### config.mk
export PLATFORM = sky130hd
export DESIGN_NAME = mfid_regs
export DESIGN_NICKNAME = d
export VERILOG_FILES = /design/src/hdl/mfid_pkg.sv /design/src/hdl/mfid_field_pack.sv /design/src/hdl/mfid_regs.sv
export SDC_FILE = /design/constraint.sdc
export NUM_CORES = 1
export LEC_CHECK = 0
export BUFFER_PORTS_ARGS = -buffer_cell sky130_fd_sc_hd__clkbuf_2
export CAP_MARGIN = 20
export CORE_ASPECT_RATIO = 1.2
export CORE_MARGIN = 3
export CORE_UTILIZATION = 35
export DETAILED_ROUTE_END_ITERATION = 7
export HOLD_SLACK_MARGIN = 0.02
export PLACE_DENSITY = 0.78
export RECOVER_POWER = 50
export REMOVE_ABC_BUFFERS = 1
export SLEW_MARGIN = 15
export SYNTH_ARGS = -nofsm -noshare
export SYNTH_HDL_FRONTEND = slang
export SYNTH_SLANG_ARGS = --single-unit
### constraint.sdc
create_clock -name sys_clk -period 0.81 [get_ports sys_clk]
set_clock_uncertainty 0.1 [all_clocks]
set_input_delay 0.162 -clock sys_clk [delete_from_list [all_inputs] [get_ports sys_clk]]
set_output_delay 0.162 -clock sys_clk [all_outputs]
set_load 0.03 [all_outputs]
### src/hdl/mfid_pkg.sv
// Purpose: Constants for the memory-model and instruction-set id bank
// Assumes: Access arrives as a decoded coprocessor-15 system register op
// Notes: All field values are fixed; no reset values are needed
`default_nettype none
package mfid_pkg;

	// ****************************************************************
	// Access encoding
	// ****************************************************************
	localparam logic [3:0] COPROC_SYS = 4'hf;
	localparam logic [2:0] OPC1_ID = 3'h0;
	localparam logic [3:0] CRN_ID = 4'h0;
	localparam logic [3:0] CRM_MMFR = 4'h1;
	localparam logic [3:0] CRM_ISAR = 4'h2;
	localparam logic [2:0] OPC2_MMF_TWO = 3'h6;
	localparam logic [2:0] OPC2_MMF_THREE = 3'h7;
	localparam logic [2:0] OPC2_ISA_ZERO = 3'h0;

	// ****************************************************************
	// Privilege levels
	// ****************************************************************
	localparam logic [1:0] PL_USER = 2'h0;

	// ****************************************************************
	// Field layout
	// ****************************************************************
	localparam int FIELD_W = 4;
	localparam int FIELD_N = 8;
	localparam int REG_W = FIELD_W * FIELD_N;

	// ****************************************************************
	// Field values, index 7 is bits 31:28
	// ****************************************************************
	localparam logic [3:0] MF2_HW_ACCESS_FLAG = 4'h0;
	localparam logic [3:0] MF2_WAIT_STALL = 4'h1;
	localparam logic [3:0] MF2_BARRIER = 4'h2;
	localparam logic [3:0] MF2_UNIFIED_TB = 4'h6;
	localparam logic [3:0] MF2_SPLIT_TB = 4'h0;
	localparam logic [3:0] MF2_CACHE_RANGE = 4'h0;
	localparam logic [3:0] MF2_BG_PREFETCH = 4'h0;
	localparam logic [3:0] MF2_FG_PREFETCH = 4'h0;

	localparam logic [3:0] MF3_SUPERSECTION = 4'h0;
	localparam logic [3:0] MF3_CACHED_SIZE = 4'h2;
	localparam logic [3:0] MF3_COHERENT_WALK = 4'h1;
	localparam logic [3:0] MF3_RESERVED = 4'h0;
	localparam logic [3:0] MF3_BROADCAST = 4'h2;
	localparam logic [3:0] MF3_PREDICTOR = 4'h2;
	localparam logic [3:0] MF3_SETWAY = 4'h1;
	localparam logic [3:0] MF3_BY_ADDRESS = 4'h1;

	localparam logic [3:0] IS0_RESERVED = 4'h0;
	localparam logic [3:0] IS0_DIVIDE = 4'h2;
	localparam logic [3:0] IS0_BREAKPOINT = 4'h1;
	localparam logic [3:0] IS0_COPROC = 4'h0;
	localparam logic [3:0] IS0_CMP_BRANCH = 4'h1;
	localparam logic [3:0] IS0_BITFIELD = 4'h1;
	localparam logic [3:0] IS0_LZ_COUNT = 4'h1;
	localparam logic [3:0] IS0_SWAP = 4'h0;

	localparam logic [31:0] READ_ZERO = 32'h0000_0000;

	// ****************************************************************
	// Maintenance operation kinds
	// ****************************************************************
	typedef enum logic [1:0] {
		MFID_OP_INVAL = 2'h0,
		MFID_OP_CLEAN = 2'h1,
		MFID_OP_CLEAN_INVAL = 2'h2
	} mfid_dc_op_t;

endpackage
`default_nettype wire

### src/hdl/mfid_field_pack.sv
// Purpose: Packs eight 4-bit feature fields into one 32-bit word
// Assumes: f7 lands in bits 31:28, f0 in bits 3:0
// Notes: Purely combinational
`timescale 1ns/10ps
`default_nettype none
module mfid_field_pack (
	input wire logic [3:0] f7,
	input wire logic [3:0] f6,
	input wire logic [3:0] f5,
	input wire logic [3:0] f4,
	input wire logic [3:0] f3,
	input wire logic [3:0] f2,
	input wire logic [3:0] f1,
	input wire logic [3:0] f0,
	output logic [31:0] word
);
	always_comb begin
		word = {f7, f6, f5, f4, f3, f2, f1, f0};
	end
endmodule
`default_nettype wire

### src/hdl/mfid_regs.sv
// Purpose: Read-only memory-model and instruction-set id registers
// Assumes: Core presents one decoded system register op per valid pulse
// Notes: Answer arrives one clock after a request that hits one of the three id registers; misses get none; no stall
`timescale 1ns/10ps
`default_nettype none
module mfid_regs (
	input wire logic sys_clk,
	input wire logic reset_n,
	input wire logic req_valid,
	input wire logic req_write,
	input wire logic [3:0] req_coproc,
	input wire logic [2:0] req_opc1,
	input wire logic [3:0] req_crn,
	input wire logic [3:0] req_crm,
	input wire logic [2:0] req_opc2,
	input wire logic [1:0] req_priv,
	input wire logic secure_config_nonsecure_bit,
	input wire logic dc_op_valid,
	input wire logic [1:0] dc_op_kind,
	input wire logic dc_op_broadcast,
	output logic rsp_valid,
	output logic [31:0] rsp_data,
	output logic rsp_undef,
	output logic local_op_valid,
	output logic [1:0] local_op_kind,
	output logic bcast_op_valid,
	output logic [1:0] bcast_op_kind
);

	// ****************************************************************
	// Constant register images
	// ****************************************************************
	logic [31:0] memory_model_feature_two;
	logic [31:0] memory_model_feature_three;
	logic [31:0] instruction_set_attribute_zero;

	// ****************************************************************
	// Memory model two fields
	// ****************************************************************
	logic [3:0] hardware_access_flag_field;
	logic [3:0] wait_interrupt_stall_field;
	logic [3:0] barrier_ops_field;
	logic [3:0] unified_translation_buffer_field;
	logic [3:0] split_translation_buffer_field;
	logic [3:0] split_cache_range_field;
	logic [3:0] split_cache_background_prefetch_field;
	logic [3:0] split_cache_foreground_prefetch_field;

	always_comb begin
		hardware_access_flag_field = mfid_pkg::MF2_HW_ACCESS_FLAG;
		wait_interrupt_stall_field = mfid_pkg::MF2_WAIT_STALL;
		barrier_ops_field = mfid_pkg::MF2_BARRIER;
		unified_translation_buffer_field = mfid_pkg::MF2_UNIFIED_TB;
		split_translation_buffer_field = mfid_pkg::MF2_SPLIT_TB;
		split_cache_range_field = mfid_pkg::MF2_CACHE_RANGE;
		split_cache_background_prefetch_field = mfid_pkg::MF2_BG_PREFETCH;
		split_cache_foreground_prefetch_field = mfid_pkg::MF2_FG_PREFETCH;
	end

	mfid_field_pack u_mf2 (
		.f7(hardware_access_flag_field),
		.f6(wait_interrupt_stall_field),
		.f5(barrier_ops_field),
		.f4(unified_translation_buffer_field),
		.f3(split_translation_buffer_field),
		.f2(split_cache_range_field),
		.f1(split_cache_background_prefetch_field),
		.f0(split_cache_foreground_prefetch_field),
		.word(memory_model_feature_two)
	);

	// ****************************************************************
	// Memory model three fields
	// ****************************************************************
	logic [3:0] supersection_field;
	logic [3:0] cached_memory_size_field;
	logic [3:0] coherent_table_walk_field;
	logic [3:0] model_three_reserved_field;
	logic [3:0] maintenance_broadcast_field;
	logic [3:0] predictor_maintenance_field;
	logic [3:0] cache_setway_maintenance_field;
	logic [3:0] cache_address_maintenance_field;

	// Zero here still means supersections are present
	always_comb begin
		supersection_field = mfid_pkg::MF3_SUPERSECTION;
		cached_memory_size_field = mfid_pkg::MF3_CACHED_SIZE;
		coherent_table_walk_field = mfid_pkg::MF3_COHERENT_WALK;
		model_three_reserved_field = mfid_pkg::MF3_RESERVED;
		maintenance_broadcast_field = mfid_pkg::MF3_BROADCAST;
		predictor_maintenance_field = mfid_pkg::MF3_PREDICTOR;
		cache_setway_maintenance_field = mfid_pkg::MF3_SETWAY;
		cache_address_maintenance_field = mfid_pkg::MF3_BY_ADDRESS;
	end

	mfid_field_pack u_mf3 (
		.f7(supersection_field),
		.f6(cached_memory_size_field),
		.f5(coherent_table_walk_field),
		.f4(model_three_reserved_field),
		.f3(maintenance_broadcast_field),
		.f2(predictor_maintenance_field),
		.f1(cache_setway_maintenance_field),
		.f0(cache_address_maintenance_field),
		.word(memory_model_feature_three)
	);

	// ****************************************************************
	// Instruction set zero fields
	// ****************************************************************
	logic [3:0] set_zero_reserved_field;
	logic [3:0] divide_insn_field;
	logic [3:0] breakpoint_insn_field;
	logic [3:0] coprocessor_insn_field;
	logic [3:0] compare_and_branch_field;
	logic [3:0] bitfield_insn_field;
	logic [3:0] leading_zero_count_field;
	logic [3:0] swap_insn_field;

	always_comb begin
		set_zero_reserved_field = mfid_pkg::IS0_RESERVED;
		divide_insn_field = mfid_pkg::IS0_DIVIDE;
		breakpoint_insn_field = mfid_pkg::IS0_BREAKPOINT;
		coprocessor_insn_field = mfid_pkg::IS0_COPROC;
		compare_and_branch_field = mfid_pkg::IS0_CMP_BRANCH;
		bitfield_insn_field = mfid_pkg::IS0_BITFIELD;
		leading_zero_count_field = mfid_pkg::IS0_LZ_COUNT;
		swap_insn_field = mfid_pkg::IS0_SWAP;
	end

	mfid_field_pack u_is0 (
		.f7(set_zero_reserved_field),
		.f6(divide_insn_field),
		.f5(breakpoint_insn_field),
		.f4(coprocessor_insn_field),
		.f3(compare_and_branch_field),
		.f2(bitfield_insn_field),
		.f1(leading_zero_count_field),
		.f0(swap_insn_field),
		.word(instruction_set_attribute_zero)
	);

	// ****************************************************************
	// Decode
	// ****************************************************************
	logic id_space;
	logic hit_mf2;
	logic hit_mf3;
	logic hit_is0;
	logic hit_any;

	always_comb begin
		id_space = (req_coproc == mfid_pkg::COPROC_SYS) &&
			(req_opc1 == mfid_pkg::OPC1_ID) &&
			(req_crn == mfid_pkg::CRN_ID);
		hit_mf2 = id_space && (req_crm == mfid_pkg::CRM_MMFR) &&
			(req_opc2 == mfid_pkg::OPC2_MMF_TWO);
		hit_mf3 = id_space && (req_crm == mfid_pkg::CRM_MMFR) &&
			(req_opc2 == mfid_pkg::OPC2_MMF_THREE);
		hit_is0 = id_space && (req_crm == mfid_pkg::CRM_ISAR) &&
			(req_opc2 == mfid_pkg::OPC2_ISA_ZERO);
		hit_any = hit_mf2 || hit_mf3 || hit_is0;
	end

	// ****************************************************************
	// Access check
	// ****************************************************************
	logic priv_ok;
	logic refused;
	logic [31:0] read_word;

	// Level 0 is shut out for reads too, not only for writes
	always_comb begin
		priv_ok = (req_priv != mfid_pkg::PL_USER);
		refused = req_write || !priv_ok;
		case ({hit_mf2, hit_mf3, hit_is0})
			3'h4: read_word = memory_model_feature_two;
			3'h2: read_word = memory_model_feature_three;
			3'h1: read_word = instruction_set_attribute_zero;
			default: read_word = mfid_pkg::READ_ZERO;
		endcase
	end

	// ****************************************************************
	// Answer path
	// ****************************************************************
	logic next_rsp_valid;
	logic [31:0] next_rsp_data;
	logic next_rsp_undef;

	// Security state is deliberately not looked at: one shared copy
	always_comb begin
		next_rsp_valid = req_valid && hit_any;
		next_rsp_undef = 1'b0;
		next_rsp_data = mfid_pkg::READ_ZERO;
		if (req_valid && hit_any) begin
			if (refused) begin
				next_rsp_undef = 1'b1;
			end else begin
				next_rsp_data = read_word;
			end
		end
	end

	always_ff @(posedge sys_clk or negedge reset_n) begin
		if (!reset_n) begin
			rsp_valid <= 1'b0;
			rsp_data <= mfid_pkg::READ_ZERO;
			rsp_undef <= 1'b0;
		end else begin
			rsp_valid <= next_rsp_valid;
			rsp_data <= next_rsp_data;
			rsp_undef <= next_rsp_undef;
		end
	end

	// ****************************************************************
	// Data-cache maintenance translation
	// ****************************************************************
	logic next_local_valid;
	logic [1:0] next_local_kind;
	logic next_bcast_valid;
	logic [1:0] next_bcast_kind;

	// Local invalidate is widened to clean-and-invalidate so no dirty data is lost
	always_comb begin
		next_local_valid = dc_op_valid;
		next_local_kind = dc_op_kind;
		if (dc_op_kind == mfid_pkg::MFID_OP_INVAL) begin
			next_local_kind = mfid_pkg::MFID_OP_CLEAN_INVAL;
		end
		next_bcast_valid = dc_op_valid && dc_op_broadcast;
		next_bcast_kind = dc_op_kind;
	end

	always_ff @(posedge sys_clk or negedge reset_n) begin
		if (!reset_n) begin
			local_op_valid <= 1'b0;
			local_op_kind <= mfid_pkg::MFID_OP_INVAL;
			bcast_op_valid <= 1'b0;
			bcast_op_kind <= mfid_pkg::MFID_OP_INVAL;
		end else begin
			local_op_valid <= next_local_valid;
			local_op_kind <= next_local_kind;
			bcast_op_valid <= next_bcast_valid;
			bcast_op_kind <= next_bcast_kind;
		end
	end

endmodule
`default_nettype wire

* Yosys cells after proc, flatten, opt, wreduce, memory -nomap -nowiden
Cells that the tools add are included.
** Operators by class
- Equal/unequal tests :: 8
- Multiplexer cells :: 6
- Reduce and logical (&&, ||, !) cells :: 18
** Operator list (count)
- one-hot mux 26 bit (3 select lines) :: 1
- two-way mux 32 bit :: 2
- equality test 3 bit (second input constant) :: 3
- logical AND 1 bit :: 9
- logical NOT 3 bit :: 2
- equality test 4 x 1 -> 1 bit (second input constant) :: 1
- equality test 4 x 2 -> 1 bit (second input constant) :: 1
- equality test 4 bit (second input constant) :: 1
- logical NOT 4 bit :: 1
- equality test 3 x 1 -> 1 bit (second input constant) :: 1
- equality test 3 x 2 -> 1 bit (second input constant) :: 1
- logical OR 1 bit :: 3
- logical NOT 2 bit :: 1
- two-way mux 1 bit :: 2
- two-way mux 2 bit :: 1
- nonzero test 2 bit :: 1
- logical NOT 1 bit :: 1
** Word-level totals
- Flip-flop bits (word level) :: 40
- Bits of input ports :: 29
- Output and inout port bits :: 40
- Logic and storage cells :: 39

* Longest topological paths before layout
Gate-level depths: netlist of the first run.
- Depth in word-level cells :: 9
- Depth in mapped cells :: 3
- Depth with buffers taken out :: 3

* Cells and area by module
Synthesis of the first run repeated with hierarchy kept, for this count alone.
** Second synthesis, totals
- Cells, all modules :: 272
- Area, all modules :: 2980.4 um^2
** By module, submodules not included
- mfid_regs :: times used 1, cells each 176, area an instance 2259.7 um^2, sequential area each 1001.0 um^2
- mfid_field_pack :: times used 3, cells each 32, area an instance 240.2 um^2, sequential area each 0.0 um^2

* Least setup slack after synthesis of the first run
OpenSTA, ideal clock, no wires.
- Kind :: reg2out
- Start point :: reg rsp_data[24] (netlist name)
- End point :: out rsp_data[18]
- Arrival time :: 740 ps
- Required time :: 548 ps
- Path slack :: -192 ps
- Stages on the path, launching flop included :: 2
- Buffers on the path :: 1
- Cells stage by stage :: dfrtp_1 -> buf_4
** RTL lines
- end: declaration :: RTL line mfid_regs.sv:22 : output logic [31:0] rsp_data,

==> results of run 1 <==
==> cell type report <==
| cell class | instances | area [sq um] | area share, % |
|---|---|---|---|
| inverter | 1 | 3.75 | 0.342 |
| multi-input combinational | 42 | 278 | 25.3 |
| sequential | 12 | 302 | 27.5 |
| tap | 19 | 23.8 | 2.17 |
| timing repair buffer | 53 | 454 | 41.4 |
| clock buffer | 4 | 36.3 | 3.31 |
==> final timing paths <==
check	to	slack, ns	start
min	bcast_op_valid	0.02	dc_op_broadcast
max	rsp_data[21]	-0.32	rsp_data[24]
min in group asynchronous	bcast_op_kind[1]	0.20	reset_n
max in group asynchronous	rsp_data[24]	0.16	reset_n
==> per-layer routing <==
layer | wire [um] | vias up
li1 | - | 263
met1 | 422 | 266
met2 | 823 | 61
met3 | 302 | 0
met4 | 0 | 0
met5 | 0 | -
==> power by group <==
part | total, mW | internal, mW | switching (mW)
sequential | 0.624 | 0.614 | 0.0102
combinational | 0.354 | 0.126 | 0.228
clock | 0.455 | 0.273 | 0.182
total | 1.43 | 1.01 | 0.420
==> metrics by stage <==
stage	util [%]	setup TNS (ns)	cells
2_1_floorplan	-	-4.41	55
3_3_place_gp	44.9	-1.86	124
3_5_place_dp	44.9	-2.12	124
4_1_cts	55.7	-6.17	132
5_1_grt	58.6	-7.14	131
6_report	58.6	-6.05	131
==> cell usage in the layout, fill, tap and decap left out, types with 2 or more instances in the layout <==
cell | synthesis | final
a211oi_2 | 0 | 2
and4b_1 | 2 | 2
nor4_4 | 2 | 2
nand2_1 | 3 | 3
buf_8 | 0 | 10
buf_4 | 28 | 5
dfrtp_1 | 12 | 11
buf_6 | 0 | 9
nor3_2 | 0 | 2
conb_1 | 1 | 20
clkbuf_2 | 0 | 25
clkbuf_4 | 0 | 3
dlygate4sd3_1 | 0 | 3
==> cell families after synthesis <==
logic type / share of synthesized area (%)
DFF: 42.9
and+or+nand+nor: 20.2
buffers and inverters: 31.1
AOI/OAI and AO/OA: 5.36
other: 0.535
==> registers in the layout (all words and copies together), names as in the netlist <==
register and flops:
bcast_op_kind 2, rsp_valid 1, local_op_kind 2, rsp_data 4
local_op_valid 1, bcast_op_valid 1, rsp_undef 1
==> timing repair <==
action | 4_1_cts | 5_1_grt
hold buffers | 4 | 2
hold endpoints to repair | 18 | 4
gates resized for setup | 33 | 34
pin swaps | 4 | 2
endpoints found under the setup margin | 24 | 28
==> results_dict.tcl, run 1 <==
set metrics [dict create \
    synth_top_area_share_pct 42.9 \
    seq_area_frac_synth_pct 42.9 \
    design_area_sq_um 1100 \
    syn_inst 65 \
    whs_ns 0.0191 \
    setup_ws_ns -0.317 \
    cts-buffers-inserted 3 \
    syn_avg_cell_area_sq_um 10.8 \
    dieWidth_um 46.8 \
    finalMaxSlewViolations 0 \
    worstHoldPathType "input port to flip-flop" \
    worstPathCellList "buf_6" \
    clk_pin_slew_ns 0.07 \
    synth_warnings 0 \
    cts_tree "done" \
    async_flop_share_pct 100 \
    syn2layout_area_growth_pct 56.6 \
    peakVddDrop_uv 520 \
    ys_top_cells_by_area "dfrtp_1, buf_4, nor4_4" \
    power.density_nw_per_um2 1310 \
    grt_pass1_vias 551 \
    synthTopCellsByCount "buf_4, dfrtp_1, nand2_1, nor3_1" \
    dp_hpwl_um 1160 \
    critPathTopFamily "flip-flops" \
    start_util_pct 37.4 \
    violations "negative setup slack" \
    die_h_um 55.0 \
    crit_type "flip-flop to primary output" \
    drive_gt1_share_pct 56.3 \
    use_met2_pct 26.2 \
    die-area_sq_um 2580 \
    end_kind "primary output" \
    drtIter0Drc 4 \
    rsz0062_at_grt "true" \
    critPathArrivalTime_ns 0.87 \
    use_met3_pct 2.27 \
    finalHoldViolations 0 \
    wl_um 1550 \
    synth-seq-cells 12 \
    maxCapViolCount 0 \
    via_count 590 \
    drc 0 \
    status "finished, violations left" \
    nets 142 \
    core-area_sq_um 1870 \
    postCtsSetupBuffers 0 \
    grt_max_degree 13 \
    synth-main-ff-cell "dfrtp_1" \
    num_rows 17 \
    start_kind "flip-flop" \
    worstPathRequired_ns 0.55 \
    grt_use_total_pct 12.1 \
    grt-busiest-layer "met2" \
    fillerInstances 160 \
    root_buffer "clkbuf_4" \
    synth_edf_count 0 \
    gp_congestion 0.596 \
    path_buf_inv 1 \
    power_mw 1.43 \
    antenna_found_initial 0 \
    clock-sinks 12 \
    synth_top_area_cell "dfrtp_1" \
    fmax_mhz 887 \
    fin_crit_sh_pct 139 \
    leakage_nw 0.559 \
    cp_num_cells 1 \
    antenna_cells 0 \
    wl_per_cell_um 11.8 \
    synthDistinctLibCells 20 \
    vias_per_cell 4.50 \
    ant_nets 0 \
    fin_crit_ns 1.13 \
    setup_violations 28 \
    use_met1_pct 9.45 \
    pre_cts_ws_ns -0.358 \
    io_buffers 47 \
    synth_most_common_cell "buf_4" \
    min_path_cells 2 \
    overflow 0 \
    placed_area_sq_um 840 \
    dr.pass1.iters 4 \
    crit_path_max_incr_delay_ns 0.45 \
    ioPinCount 69 \
    htree_levels 1 \
    grt_pass1_wl_um 2210 \
    clockBufferDepth 2 \
    crit_fanout 4 \
    slowest_stage "dfrtp_2" \
    syn-cell-area_sq_um 701 \
]
(Power assumes the default switching activity.)
==> run 2: changes to the inputs <==
--- a/config.mk
+++ b/config.mk
@@ -5,14 +5,15 @@
 export SDC_FILE = /design/constraint.sdc
 export NUM_CORES = 1
 export LEC_CHECK = 0
+export ABC_AREA = 1
 export BUFFER_PORTS_ARGS = -buffer_cell sky130_fd_sc_hd__clkbuf_2
 export CAP_MARGIN = 20
 export CORE_ASPECT_RATIO = 1.2
 export CORE_MARGIN = 3
-export CORE_UTILIZATION = 35
+export CORE_UTILIZATION = 38
 export DETAILED_ROUTE_END_ITERATION = 7
 export HOLD_SLACK_MARGIN = 0.02
-export PLACE_DENSITY = 0.78
+export PLACE_DENSITY = 0.84
 export RECOVER_POWER = 50
 export REMOVE_ABC_BUFFERS = 1
 export SLEW_MARGIN = 15
==> constraint.sdc (replaced) <==
create_clock -name sys_clk -period 1.45 [get_ports sys_clk]
set_clock_uncertainty 0.1 [all_clocks]
set_input_delay 0.29 -clock sys_clk [delete_from_list [all_inputs] [get_ports sys_clk]]
set_output_delay 0.29 -clock sys_clk [all_outputs]
set_load 0.03 [all_outputs]
==> run 2 against run 1 <==
Compared with the run above:
- the flow now finishes without violations
- die area decreased by 5.2%
- non-clock buffer count is 5 lower
- via count grew 1.0%
- worst hold slack better by 0.042 ns
- synthesized cell count grew 34%
- critical path type unchanged
- largest cell class is now registers
- largest power group unchanged
==> results_dict.tcl, run 2 <==
set metrics [dict create \
    gp_congestion 0.662 \
    drc 0 \
    utilization_pct 49.7 \
    ioPinCount 69 \
    final_common_cell "clkbuf_2" \
    seq_area_frac_synth_pct 42.0 \
    end_kind "primary output" \
    slew_headroom_pct 60.2 \
    grt_pass1_vias 499 \
    fmax_mhz 807 \
    peakVddDrop_uv 244 \
    via_count 596 \
    num_rows 16 \
    slowest_stage "dfrtp_1" \
    antenna_found_initial 0 \
    syn_avg_cell_area_sq_um 8.23 \
    synth_top_area_share_pct 42.0 \
    root_buffer "clkbuf_4" \
    grt_use_total_pct 10.4 \
    power_uw 687 \
    power.density_nw_per_um2 812 \
    die_h_um 53.5 \
    cts-buffers-inserted 3 \
    min_from "dc_op_valid" \
    wl_um 1220 \
    dieWidth_um 45.6 \
    clock-sinks 12 \
    htree_levels 1 \
    path_buf_inv 1 \
    design_area_sq_um 846 \
    finalHoldViolations 0 \
    syn2layout_area_growth_pct 18.2 \
    dp_hpwl_um 1160 \
    cts_tree "done" \
    worstHoldPathType "input port to flip-flop" \
    fin_crit_ns 1.24 \
    placed_area_sq_um 831 \
    fillerInstances 177 \
    pre_cts_ws_ns 0.0810 \
    max_flop_register "rsp_data" \
    io_buffers 47 \
    clockBufferDepth 2 \
    layoutNonFillerInstCount 146 \
    ys_top_cells_by_area "dfrtp_1, buf_4, nor2_1" \
    crit_path_max_incr_delay_ns 0.38 \
    multi_input_comb_area_sq_um 223 \
    drive_gt1_share_pct 36.7 \
    crit_type "flip-flop to primary output" \
    status "completed" \
    setup_violations 0 \
    overflow 0 \
    synth_edf_count 0 \
    dp.cells 142 \
    worstPathCellList "clkbuf_2" \
    cts_resized 0 \
    setup_ws_ns 0.210 \
    clk_pin_slew_ns 0.06 \
    largest_reg_flops 4 \
    ant_nets 0 \
    fin_crit_sh_pct 85.5 \
    finalMaxSlewViolations 0 \
    crit_fanout 4 \
    syn_inst 87 \
    whs_ns 0.0611 \
    drtIter0Drc 3 \
    crit_path_start "rsp_data[24]" \
    dr.pass1.iters 2 \
    syn-cell-area_sq_um 716 \
    vias_per_cell 4.08 \
    final_cell_mix "clkbuf_2, conb_1, nor2_1, nand2_1, dfrtp_1" \
    fin_setup_tns_ns 0 \
    reg_top3 "rsp_data: 4 flops, bcast_op_kind: 2 flops, local_op_kind: 2 flops" \
    rsz0062_at_grt "false" \
    core-area_sq_um 1700 \
    synth_top_area_cell "dfrtp_1" \
    die-area_sq_um 2440 \
    worstMarginPinSlew_ns 0.598 \
    antenna_cells 0 \
    start_util_pct 42.1 \
    async_flop_share_pct 100 \
    critPathTopFamily "flip-flops" \
    synth_most_common_cell "buf_4" \
    synthTopCellsByCount "buf_4, nor2_1, dfrtp_1, nand2_1, inv_1" \
    synthDistinctLibCells 12 \
    maxCapViolCount 0 \
    start_kind "flip-flop" \
    grt_pass1_wl_um 1770 \
    grt_max_degree 13 \
    synth-seq-cells 12 \
    critPathArrivalTime_ns 0.85 \
    wl_per_cell_um 8.38 \
    ff_latch_area_sq_um 300 \
    synth_warnings 0 \
    leakage_nw 0.546 \
    worstPathRequired_ns 1.06 \
    synth-main-ff-cell "dfrtp_1" \
    nets 159 \
]
## run 2: changes by cell type in the layout (fill, tap and decap cells not counted), moves of 4 or more
cell	previous run	this run
buf_6	9	0
buf_8	10	0
nand2_1	3	12
inv_1	1	10
nand3_1	0	4
clkbuf_1	0	4
buf_4	5	0
clkbuf_2	25	43
nor2_1	0	16
## run 2: path summary, 6_finish.rpt
check / to / slack [ns] / cells after the start
worst max-delay path: rsp_data[18] / 0.21 / 1
worst min-delay path: local_op_valid / 0.06 / 1
max in group asynchronous: rsp_valid / 0.42 / 2
min in group asynchronous: bcast_op_kind[1] / 0.44 / 2
## run 2: cells by family after synthesis
family	synth area share [%]
buf+inv	35.1
simple gates	22.4
flops	42.0
other cells	0.524
## run 2: layout make-up
type	instances	share of cell area, %
Tap cell	18	2.66
Multi-Input combinational cell	55	26.3
Inverter	10	4.44
Clock buffer	3	2.66
Sequential cell	12	35.5
Timing Repair Buffer	48	28.4
## run 2: where the power goes
part           switching [mW]  internal [mW]
combinational           0.120         0.0392
clock                  0.0869         0.0955
sequential            0.00198          0.343
total                   0.209          0.478
## run 2: metal layers
layer / track usage, % / share of wire (%) / up-vias / routed length, um
met5: 0 / 0 / - / 0
met4: 7.32 / 0 / 0 / 0
met3: 3.01 / 21 / 0 / 253
met2: 18.8 / 49 / 56 / 600
met1: 9.54 / 30 / 247 / 371
li1: - / - / 293 / -
## run 2: repair_timing
action / in CTS / in global routing
hold buffers: 1 / 0
buffers inserted: 0 / 0
setup endpoints to repair: 0 / 0
endpoints found under the hold margin: 12 / 0
